`src/mrb_regs.svh`:
```
// constants for the manchester data buffer codec
`ifndef MRB_REGS_SVH
`define MRB_REGS_SVH

// ****************************************
// buffer geometry
// ****************************************
`define MRB_BUF_DEPTH      16
`define MRB_PTR_W          4
`define MRB_CNT_W          5
`define MRB_LIM_W          6
`define MRB_TIMER_W        8

// ****************************************
// timing
// ****************************************
`define MRB_CLK_PERIOD_NS  8
`define MRB_TB_PERIOD_NS   1000
`define MRB_TB_CYCLES      ((`MRB_TB_PERIOD_NS + `MRB_CLK_PERIOD_NS - 1) / `MRB_CLK_PERIOD_NS)

// ****************************************
// control field encodings
// ****************************************
`define MRB_OPM_TX         2'h1
`define MRB_OPM_RX         2'h3
`define MRB_THR_4          2'h0
`define MRB_THR_8          2'h1
`define MRB_THR_12         2'h2
`define MRB_THR_EMPTY      2'h3
`define MRB_LVL_4          5'h04
`define MRB_LVL_8          5'h08
`define MRB_LVL_12         5'h0C
`define MRB_LVL_EMPTY      5'h00
`define MRB_LVL_FULL       5'h10

`endif

```
`src/mrb_pkg.sv`:
```
// types shared by the manchester data buffer codec
package mrb_pkg;

   // configuration bits as the host has programmed them
   typedef struct packed {
      logic       op_mode_bit_high;
      logic       op_mode_bit_low;
      logic       irq_threshold_bit_high;
      logic       irq_threshold_bit_low;
      logic       ask_fsk_select;
      logic       limit_scale_bit;
      logic       pattern_mode;
      logic       transparent_mode;
      logic [5:0] lim_min;
      logic [5:0] lim_max;
   } mrb_cfg_t;

   typedef enum logic [2:0] {
      st_idle,
      st_startup,
      st_rx_hunt,
      st_rx_data,
      st_tx_active
   } mrb_state_t;

   typedef enum logic [2:0] {
      ec_short,
      ec_single,
      ec_gap,
      ec_double,
      ec_long
   } mrb_edge_cls_t;

endpackage

```
`src/mrb_edge_timer.sv`:
```
// edge spacing timer and single/double period window classifier
module mrb_edge_timer #(
   parameter int LIM_W = 6,
   parameter int CNT_W = 8
) (
   // clock and reset
   input  wire logic                  clk,
   input  wire logic                  rst_n,
   // timing control
   input  wire logic                  tb_tick,
   input  wire logic                  edge_in,
   input  wire logic                  restart,
   // window limits
   input  wire logic [LIM_W-1:0]      lim_min,
   input  wire logic [LIM_W-1:0]      lim_max,
   // classification
   output mrb_pkg::mrb_edge_cls_t     cls_o,
   output logic                       timeout_o
);

   logic [CNT_W-1:0] edge_spacing_q;
   logic [CNT_W-1:0] sum;
   logic [CNT_W-1:0] diff;
   logic [CNT_W-1:0] lower_double_period_limit;
   logic [CNT_W-1:0] upper_double_period_limit;

   assign sum  = CNT_W'(lim_min) + CNT_W'(lim_max);
   assign diff = CNT_W'(lim_max) - CNT_W'(lim_min);
   // lower double limit
   // halving before the subtraction already gives the rounded-up value
   assign lower_double_period_limit = sum - (diff >> 1);
   assign upper_double_period_limit = sum + CNT_W'((diff + CNT_W'(1)) >> 1);

   // limit timed as value minus one
   assign timeout_o = (edge_spacing_q >= upper_double_period_limit);

   // only single and double windows pass
   always_comb begin
      if (edge_spacing_q < CNT_W'(lim_min)) begin
         cls_o = mrb_pkg::ec_short;
      end else if (edge_spacing_q < CNT_W'(lim_max)) begin
         // single window from the bit-check limits
         cls_o = mrb_pkg::ec_single;
      end else if (edge_spacing_q < lower_double_period_limit) begin
         cls_o = mrb_pkg::ec_gap;
      end else if (edge_spacing_q < upper_double_period_limit) begin
         cls_o = mrb_pkg::ec_double;
      end else begin
         cls_o = mrb_pkg::ec_long;
      end
   end

   // saturates at the timeout so a silent line cannot wrap back into a window
   always_ff @(posedge clk) begin
      if (!rst_n || restart || edge_in) begin
         edge_spacing_q <= '0;
      end else if (tb_tick && !timeout_o) begin
         edge_spacing_q <= edge_spacing_q + CNT_W'(1);
      end
   end

endmodule

```
`src/mrb_codec.sv`:
```
// manchester receive/transmit data buffer controller
//
// Contract
// - upper double limit: sum plus half span
// - start bit opens byte-wise buffer storage
// - seventeenth unread byte overwrites oldest byte
// - rx counter: up per byte, down per read
// - rx interrupt when count rises to threshold
// - bit error: interrupt, back to start-up
// - bit error: bad spacing or centre miss
// - errored byte never enters the buffer
// - control write in rx resets decoder, counter
// - rx bit mapping; pin released or transparent
// - mode bits 01 select transmit
// - pattern mode sends buffer bits as NRZ
// - transmit active only after pll lock
// - loads accepted early; send msb first
// - tx counter; interrupt counting down to threshold
// - control write in tx resets buffer
// - transparent transmit uses the direct pin
// - tx level mapping per coding mode
// - single window uses bit-check limits
// - lower double limit: sum minus half span
// - only single and double spacings valid
// - threshold bits pick 4, 8, 12, empty
`include "mrb_regs.svh"

module mrb_codec #(
   parameter int DEPTH    = `MRB_BUF_DEPTH,
   parameter int TB_CYCLES = `MRB_TB_CYCLES
) (
   // clock and reset
   input  wire logic               clk,
   input  wire logic               rst_n,
   // configuration from the serial interface
   input  wire mrb_pkg::mrb_cfg_t  cfg,
   input  wire logic               ctrl_write,
   // host data path
   input  wire logic               host_wr,
   input  wire logic [7:0]         host_wr_data,
   input  wire logic               host_rd,
   output logic [7:0]              host_rd_data,
   output logic [`MRB_CNT_W-1:0]   byte_count,
   output logic                    irq,
   // radio side
   input  wire logic               pll_lock,
   input  wire logic               demod_in,
   output logic                    tx_ask_on,
   output logic                    tx_fsk_high,
   // direct pins
   input  wire logic               serial_in_direct_tx_pin,
   output logic                    serial_out_direct_rx_pin_o,
   output logic                    serial_out_direct_rx_pin_oe_n
);

   // ****************************************
   // declarations
   // ****************************************
   mrb_pkg::mrb_state_t    state_q;
   mrb_pkg::mrb_edge_cls_t cls;
   logic [1:0]             mode;
   logic [2:0]             sync1_q;
   logic [2:0]             sync2_q;
   logic                   lvl_prev_q;
   logic                   lock_s, rx_lvl, tdi_s, rx_edge, tmo;
   logic [$clog2(TB_CYCLES+1)-1:0] tb_cnt_q;
   logic                   tb_tick;
   logic                   rx_on, rx_buf_act, tx_on;
   logic                   half_q, seen_single_q;
   logic [7:0]             rx_shift_q;
   logic [2:0]             rx_bits_q;
   logic                   bit_err, take_bit, start_det, rx_bit_v, rx_wr;
   logic [7:0]             mem_q [DEPTH];
   logic [`MRB_PTR_W-1:0]  wp_q, rp_q;
   logic [`MRB_CNT_W-1:0]  cnt_q, cnt_d, thr_lvl;
   logic                   buf_clr, full, tx_load, push, host_pop, tx_pull, pop, ovf;
   logic                   irq_d;
   logic [7:0]             tx_sh_q;
   logic [2:0]             tx_bits_q;
   logic                   tx_busy_q, tx_phase_q, tx_level;
   logic [6:0]             hp_cnt_q, half_period;
   logic                   hp_end;

   assign mode = {cfg.op_mode_bit_high, cfg.op_mode_bit_low};

   // ****************************************
   // pin synchronisers and time base
   // ****************************************
   always_ff @(posedge clk) begin
      if (!rst_n) begin
         sync1_q    <= 3'h0;
         sync2_q    <= 3'h0;
         lvl_prev_q <= 1'h0;
      end else begin
         sync1_q    <= {pll_lock, serial_in_direct_tx_pin, demod_in};
         sync2_q    <= sync1_q;
         lvl_prev_q <= sync2_q[0];
      end
   end
   assign rx_lvl  = sync2_q[0];
   assign tdi_s   = sync2_q[1];
   assign lock_s  = sync2_q[2];
   assign rx_edge = rx_lvl ^ lvl_prev_q;

   // divider yields one enable per time-base period
   always_ff @(posedge clk) begin
      if (!rst_n || tb_tick) begin
         tb_cnt_q <= '0;
      end else begin
         tb_cnt_q <= tb_cnt_q + 1'b1;
      end
   end
   assign tb_tick = (tb_cnt_q == ($clog2(TB_CYCLES+1))'(TB_CYCLES - 1));

   // ****************************************
   // operating state
   // ****************************************
   assign rx_on      = (state_q == mrb_pkg::st_rx_hunt) || (state_q == mrb_pkg::st_rx_data);
   assign rx_buf_act = rx_on && !cfg.transparent_mode;
   assign tx_on      = (state_q == mrb_pkg::st_tx_active);

   always_ff @(posedge clk) begin
      if (!rst_n) begin
         state_q <= mrb_pkg::st_idle;
      end else begin
         case (state_q)
            mrb_pkg::st_idle: begin
               if (mode == `MRB_OPM_TX || mode == `MRB_OPM_RX) begin
                  state_q <= mrb_pkg::st_startup;
               end
            end
            mrb_pkg::st_startup: begin
               if (mode != `MRB_OPM_TX && mode != `MRB_OPM_RX) begin
                  state_q <= mrb_pkg::st_idle;
               end else if (lock_s) begin
                  state_q <= (mode == `MRB_OPM_TX) ? mrb_pkg::st_tx_active : mrb_pkg::st_rx_hunt;
               end
            end
            mrb_pkg::st_rx_hunt, mrb_pkg::st_rx_data: begin
               if (mode != `MRB_OPM_RX) begin
                  state_q <= mrb_pkg::st_idle;
               end else if (bit_err || ctrl_write) begin
                  state_q <= mrb_pkg::st_startup;
               end else if (start_det) begin
                  state_q <= mrb_pkg::st_rx_data;
               end
            end
            mrb_pkg::st_tx_active: begin
               if (mode != `MRB_OPM_TX) begin
                  state_q <= mrb_pkg::st_idle;
               end
            end
            default: state_q <= mrb_pkg::st_idle;
         endcase
      end
   end

   // ****************************************
   // receive decoder
   // ****************************************
   mrb_edge_timer #(
      .LIM_W (`MRB_LIM_W),
      .CNT_W (`MRB_TIMER_W)
   ) mrb_edge_timer_i (
      .clk       (clk),
      .rst_n     (rst_n),
      .tb_tick   (tb_tick),
      .edge_in   (rx_edge),
      .restart   (!rx_buf_act || ctrl_write),
      .lim_min   (cfg.lim_min),
      .lim_max   (cfg.lim_max),
      .cls_o     (cls),
      .timeout_o (tmo)
   );

   // spacing outside windows, or double from bit boundary
   assign bit_err = (state_q == mrb_pkg::st_rx_data) && !cfg.transparent_mode && !ctrl_write &&
                    (tmo || (rx_edge && (cls == mrb_pkg::ec_short || cls == mrb_pkg::ec_gap ||
                     cls == mrb_pkg::ec_long || (cls == mrb_pkg::ec_double && half_q))));
   assign take_bit  = (state_q == mrb_pkg::st_rx_data) && !cfg.transparent_mode && rx_edge && !bit_err &&
                      !ctrl_write && (cls == mrb_pkg::ec_double || (cls == mrb_pkg::ec_single && half_q));
   // first double after a single-spaced preburst is the start bit
   assign start_det = (state_q == mrb_pkg::st_rx_hunt) && rx_buf_act && rx_edge && !ctrl_write &&
                      (cls == mrb_pkg::ec_double) && seen_single_q;
   assign rx_bit_v  = start_det || take_bit;
   // a byte only completes on a clean bit
   assign rx_wr     = rx_bit_v && (rx_bits_q == 3'h7);

   always_ff @(posedge clk) begin
      if (!rst_n || !rx_buf_act || ctrl_write || bit_err) begin
         half_q        <= 1'h0;
         seen_single_q <= 1'h0;
         rx_shift_q    <= 8'h00;
         rx_bits_q     <= 3'h0;
      end else begin
         if (state_q == mrb_pkg::st_rx_hunt) begin
            seen_single_q <= (rx_edge && cls == mrb_pkg::ec_single) ||
                             (!rx_edge && !tmo && seen_single_q);
         end
         if (rx_edge && cls == mrb_pkg::ec_single && state_q == mrb_pkg::st_rx_data) begin
            half_q <= !half_q;
         end else if (rx_bit_v) begin
            half_q <= 1'h0;
         end
         // level after the centre edge is the bit
         if (rx_bit_v) begin
            rx_shift_q <= {rx_shift_q[6:0], rx_lvl};
            rx_bits_q  <= rx_bits_q + 3'h1;
         end
      end
   end

   // pin released in buffered receive, driven in transparent
   always_ff @(posedge clk) begin
      if (!rst_n) begin
         serial_out_direct_rx_pin_o    <= 1'h0;
         serial_out_direct_rx_pin_oe_n <= 1'h1;
      end else begin
         serial_out_direct_rx_pin_o    <= rx_on && cfg.transparent_mode && rx_lvl;
         serial_out_direct_rx_pin_oe_n <= !(rx_on && cfg.transparent_mode);
      end
   end

   // ****************************************
   // data buffer and byte counter
   // ****************************************
   // control writes clear pointers and count
   assign buf_clr  = ctrl_write || (state_q == mrb_pkg::st_idle);
   assign full     = (cnt_q == `MRB_LVL_FULL);
   // loads in start-up or transmit, none when transparent
   assign tx_load  = host_wr && (mode == `MRB_OPM_TX) && !cfg.transparent_mode && !full &&
                     (state_q == mrb_pkg::st_startup || tx_on);
   assign push     = rx_wr || tx_load;
   assign host_pop = host_rd && (rx_buf_act || state_q == mrb_pkg::st_startup) && (cnt_q != 5'h00);
   assign ovf      = rx_wr && full && !host_pop;
   assign pop      = host_pop || tx_pull || ovf;
   // simultaneous push and pop leave the count alone
   assign cnt_d    = cnt_q + (push ? 5'h01 : 5'h00) - (pop ? 5'h01 : 5'h00);

   always_ff @(posedge clk) begin
      if (!rst_n || buf_clr) begin
         wp_q  <= '0;
         rp_q  <= '0;
         cnt_q <= 5'h00;
      end else begin
         if (push) begin
            wp_q <= wp_q + 1'b1;
         end
         if (pop) begin
            rp_q <= rp_q + 1'b1;
         end
         cnt_q <= cnt_d;
      end
   end

   always_ff @(posedge clk) begin
      if (push) begin
         mem_q[wp_q] <= rx_wr ? {rx_shift_q[6:0], rx_lvl} : host_wr_data;
      end
   end

   always_ff @(posedge clk) begin
      if (!rst_n) begin
         host_rd_data <= 8'h00;
      end else if (host_pop) begin
         host_rd_data <= mem_q[rp_q];
      end
   end
   assign byte_count = cnt_q;

   // ****************************************
   // interrupt events
   // ****************************************
   // threshold select
   always_comb begin
      case ({cfg.irq_threshold_bit_high, cfg.irq_threshold_bit_low})
         `MRB_THR_4:  thr_lvl = `MRB_LVL_4;
         `MRB_THR_8:  thr_lvl = `MRB_LVL_8;
         `MRB_THR_12: thr_lvl = `MRB_LVL_12;
         default:     thr_lvl = `MRB_LVL_EMPTY;
      endcase
   end

   // count crossing in its direction, or receive error
   assign irq_d = (rx_buf_act && rx_wr && !buf_clr && cnt_d > cnt_q && cnt_d == thr_lvl) ||
                  bit_err ||
                  (tx_on && tx_pull && !buf_clr && cnt_d < cnt_q && cnt_d == thr_lvl);

   always_ff @(posedge clk) begin
      if (!rst_n) begin
         irq <= 1'h0;
      end else begin
         irq <= irq_d;
      end
   end

   // ****************************************
   // transmit serialiser
   // ****************************************
   // half bit in time-base periods, doubled by the scaling bit
   assign half_period = cfg.limit_scale_bit ? {cfg.lim_min, 1'b0} : {1'b0, cfg.lim_min};
   assign hp_end      = tb_tick && ((hp_cnt_q + 7'h01) >= half_period);
   // start as soon as a byte waits
   assign tx_pull     = tx_on && !cfg.transparent_mode && !tx_busy_q && (cnt_q != 5'h00) && !buf_clr;

   always_ff @(posedge clk) begin
      if (!rst_n || !tx_on || cfg.transparent_mode || ctrl_write) begin
         tx_busy_q  <= 1'h0;
         tx_phase_q <= 1'h0;
         tx_bits_q  <= 3'h0;
         hp_cnt_q   <= 7'h00;
         tx_sh_q    <= 8'h00;
      end else if (tx_pull) begin
         tx_busy_q  <= 1'h1;
         tx_sh_q    <= mem_q[rp_q];
         tx_bits_q  <= 3'h0;
         tx_phase_q <= 1'h0;
         hp_cnt_q   <= 7'h00;
      end else if (tx_busy_q && tb_tick) begin
         hp_cnt_q <= hp_end ? 7'h00 : hp_cnt_q + 7'h01;
         if (hp_end) begin
            tx_phase_q <= !tx_phase_q;
            if (tx_phase_q) begin
               tx_sh_q   <= {tx_sh_q[6:0], 1'b0};
               tx_bits_q <= tx_bits_q + 3'h1;
               tx_busy_q <= (tx_bits_q != 3'h7);
            end
         end
      end
   end

   always_comb begin
      if (cfg.transparent_mode) begin
         tx_level = tdi_s;
      end else if (!tx_busy_q) begin
         tx_level = 1'b0;
      end else if (cfg.pattern_mode) begin
         tx_level = tx_sh_q[7];
      end else begin
         tx_level = tx_phase_q ? tx_sh_q[7] : !tx_sh_q[7];
      end
   end

   always_ff @(posedge clk) begin
      if (!rst_n) begin
         tx_ask_on   <= 1'h0;
         tx_fsk_high <= 1'h0;
      end else begin
         tx_ask_on   <= tx_on && cfg.ask_fsk_select && tx_level;
         tx_fsk_high <= tx_on && !cfg.ask_fsk_select && tx_level;
      end
   end
endmodule

```
`config.mk`:
```
export PLATFORM = sky130hd
export DESIGN_NAME = mrb_codec
export DESIGN_NICKNAME = d
export VERILOG_FILES = /design/src/mrb_pkg.sv /design/src/mrb_edge_timer.sv /design/src/mrb_codec.sv
export VERILOG_INCLUDE_DIRS = /design/src
export SDC_FILE = /design/constraint.sdc
export NUM_CORES = 1
export LEC_CHECK = 0
export BUFFER_PORTS_ARGS = -buffer_cell sky130_fd_sc_hd__buf_2
export CAP_MARGIN = 20
export CORE_UTILIZATION = 34
export CTS_CLUSTER_DIAMETER = 40
export DETAILED_ROUTE_END_ITERATION = 6
export SLEW_MARGIN = 5
export SYNTH_ARGS = -nofsm -noshare
export SYNTH_HDL_FRONTEND = slang
export SYNTH_HIERARCHICAL = 1
export SYNTH_SLANG_ARGS = --single-unit
```
`constraint.sdc`:
```
create_clock -name clk -period 11.5 [get_ports clk]
set_input_delay 2.875 -clock clk [delete_from_list [all_inputs] [get_ports clk]]
set_output_delay 2.875 -clock clk [all_outputs]
set_load 0.01 [all_outputs]
```
==> metrics.txt <==
CP Data Arrival Time=10.78 ns; register area share after synthesis=50.9%; hpwl dp=17,400 um; Clock Latency Late Sink=0.56 ns; Tmin final=10.32 ns; Initial Util=about a third; First DRT Iteration DRCs=482; flops & latches, synth=215; Peak VDD IR=0.000104 V; Final period util=89.8%; setup TNS=0 ns; top_reg_cell synth=edfxtp_1; number of flops mapped to enable cells by yosys=128; Clock Sink Count=215; Hold Crit Class=reg2reg; f_max=0.0969 GHz; routed len/inst=17.2 um; Pre-Repair DR Iteration Count=5; final setup fails=0; CTS clk-pin slew, worst paths=0.05 ns; CP max stage cell=nor3_1; power share of the clock group=46.4%; drt drc=0; Yosys top cell area share=a little over a third; Worst Reg-to-Reg Cells=27; Worst Path Buf+Inv=7; RSZ-0062 raised after global routing=false; leakage power=4.76 nW; Gate Count Post-Synth=928; Hold Crit Depth=1; CTS Buffer Depth=3; worst reg-to-reg setup slack=5.51 ns; net switching fraction of the power=approximately 25%; gr ovfl total=0; Yosys Warn Count=6; Final Hold Vio Count=0; HP Start=sync1_q[2]$_SDFF_PN0_; Slew HR=approximately 34%; root buf cell=clkbuf_16; global-route usage over all layers=14.9%; Distinct cells, synth=72; crit end category=flop; Reg2Reg Capture Point=irq$_SDFF_PN0_; internal power=around 1.5 mW; Crit path largest cell delay=0.55 ns; crit path kind=in2reg; layout net count=between 1,000 and 1,500; Layout fillers=2,994; max-cap check violation count=0; synthesized net count=between 1,000 and 1,500; CP dominant cell by count=ha_1; largest net degree at the start of global routing=33; postcts setup bufs=0; Ports=54; Finished Layout Cells=1,417; largest delay contributor family on the critical path=compound AO/OA/AOI/OAI gates; P&R area growth vs syn=15.8%; post-CTS resize count=0; final wirelength=~24,000 um; die area=between 30,000 and 40,000 um2; Synth area leaders=edfxtp_1 (35%), dfxtp_1 (16%), ha_1 (9.6%), mux4_2 (6.6%), nor2_1 (3.0%); initial antenna violation count=0; # placed instances=1,361; CTS Buf Count=29; sequential share of power=41.8%; via count=7,217; first-pass GRT wire length=slightly below 40,000 um; layout cell share with drive strength beyond 1=between 15 and 20%; net switching power=0.487 mW; final core utilization=40.1%; Chip Height=approximately 180 um; power per cell area=155 nW/um2; worst hold endpoint=sync2_q[2]$_SDFF_PN0_; Post-synth ARST share=0%; Die Width=182 um; H-tree depth=1; gpl congestion=0.821; Reg-to-Reg Start=mrb_edge_timer_i/edge_spacing_q[1]$_SDFFE_PP0P_; status=complete, no violations; Worst-Margin Slew=roughly 0.98 ns; Row Count=65; clock skew=0.0318 ns; crit path launch type=input pin; Worst EP required=11.96 ns; antenna cells=0; Final Max Tran Viols=0; hold_buf cts=0; via density per instance=5.09; syn avg cell area=around 12 um2; Syn Std Cell Area=about 11,000 um2; TritonCTS clock tree=done; CP Max Fanout=10; IO buf count=53; vias in the first global route=7,182; worst hold margin=0.435 ns; Antenna Nets Post-Route=0; core area=31,600 um2; Logic pwr share=11.8%; largest area contributor in the netlist=edfxtp_1
==> state kept, by name (all words and copies together), names as in the netlist, 5 cells and up, named ones only <==
name                             flops
tx_sh_q                              8
host_rd_data                         8
mrb_edge_timer_i/edge_spacing_q      8
hp_cnt_q                             7
rx_shift_q                           7
tb_cnt_q                             7
byte_count                           5
mem_q                              128
==> layer usage <==
metal	routed length [um]	GRT usage (%)	vias up
met5	0	0	-
met4	477	3.86	0
met3	1360	2.41	45
met2	11400	25.0	176
met1	11100	20.1	3444
li1	-	-	3552
==> cells in the final DEF (no fill, tap or decap), types with 11 or more instances in the layout <==
master     netlist  final
nand2b_1        11     11
nand2_1         65     65
mux2i_1         25     25
xor2_1          17     17
nand3_1         23     23
dfxtp_1         87     86
buf_2            6     53
ha_1            84     84
o21ai_0         22     22
o22ai_1         16     16
inv_1           55     55
a21o_1          11     11
and2_1          14     14
nor2_1          88     88
mux4_2          32     32
edfxtp_1       128    128
a21oi_1         43     43
xnor2_1         33     33
clkbuf_16        0     29
nor2b_1         11     11
==> Yosys cell counts, types with 5 or more instances <==
library cell / number
and2_1: 14
mux2i_1: 25
o22ai_1: 16
a221oi_1: 9
o21bai_1: 6
inv_1: 55
a21oi_1: 43
o21ai_0: 22
mux4_2: 32
nor2_1: 88
ha_1: 84
nand4_1: 5
nand2_1: 65
nand3_1: 23
buf_2: 6
dfxtp_1: 87
a22o_1: 8
a21o_1: 11
nor3b_1: 8
clkbuf_1: 17
o21a_1: 6
nor3_1: 12
xnor2_1: 33
a31oi_1: 5
fa_1: 5
nand2b_1: 11
or4_1: 5
and3_1: 9
nor2b_1: 11
xor2_1: 17
edfxtp_1: 128
==> logic make-up (layout without fill, tap and decap cells) <==
family | count (synthesis) | in the layout | synth area share, %
buffers and inverters | 84 | 171 | 3.05
XOR/XNOR | 52 | 52 | 4.29
flip-flops | 215 | 215 | 50.9
multiplexers | 57 | 57 | 8.85
AND/OR/NAND/NOR | 270 | 270 | 12.0
AO/OA/AOI/OAI | 161 | 161 | 10.3
adder cells (fa/ha/maj) | 89 | 89 | 10.5
==> per-stage QoR <==
stage                     area, um2  power (mW)  setup WS, ns
final                         12700        1.96          1.18
after global routing          12700        2.04         0.363
after CTS                     12700        1.98          1.23
after detailed placement      11700        1.07         0.749
after global placement        11700        1.06         0.895
after floorplan               11000        1.01          1.60
==> worst max path at each step <==
stage,startpoint,to,slack (ns),depth (start not counted)
floorplan,cfg[0],irq$_SDFF_PN0_,1.60,38
global placement,cfg[0],irq$_SDFF_PN0_,0.90,39
detailed placement,cfg[0],irq$_SDFF_PN0_,0.75,39
CTS,cfg[0],irq$_SDFF_PN0_,1.23,39
global route,cfg[0],irq$_SDFF_PN0_,0.36,39
finish,cfg[0],irq$_SDFF_PN0_,1.18,38
==> power groups by stage <==
stage	registers [mW]	logic, mW	clock network (mW)
floorplan	0.835	0.178	0
global placement	0.836	0.228	0
detailed placement	0.836	0.232	0
CTS	0.820	0.234	0.927
global route	0.820	0.266	0.956
finish	0.820	0.232	0.910
==> area by class of cell <==
type / count / area (um2) / area share (%)
Clock buffer: 32 / 737 / 5.81
Tap cell: 402 / 503 / 3.96
Sequential cell: 215 / 5590 / 44.0
Timing Repair Buffer: 62 / 337 / 2.65
Multi-Input combinational cell: 629 / 5070 / 39.9
Inverter: 55 / 206 / 1.63
Clock inverter: 22 / 258 / 2.03
==> worst reg2reg max path: stages, from the launching register on <==
cell and delay [ns]:
dfxtp_1 0.54, ha_1 0.31, o21ai_0 0.15, o21ai_0 0.16
a21o_1 0.22, a21boi_0 0.14, nor3_1 0.55, nand2_1 0.11
a31oi_1 0.48, a32oi_1 0.18, buf_4 0.21, nand2_1 0.19
inv_1 0.07, ha_1 0.27, inv_1 0.04, ha_1 0.21
fa_1 0.40, a21oi_1 0.15, nor2_1 0.05, nor2_1 0.11
xnor2_1 0.17, inv_1 0.07, ha_1 0.29, and3_1 0.20
a221oi_1 0.34, nand2_1 0.10, o31a_1 0.11, o21ai_0 0.13
Note: power is estimated with default switching activity, not from simulation.
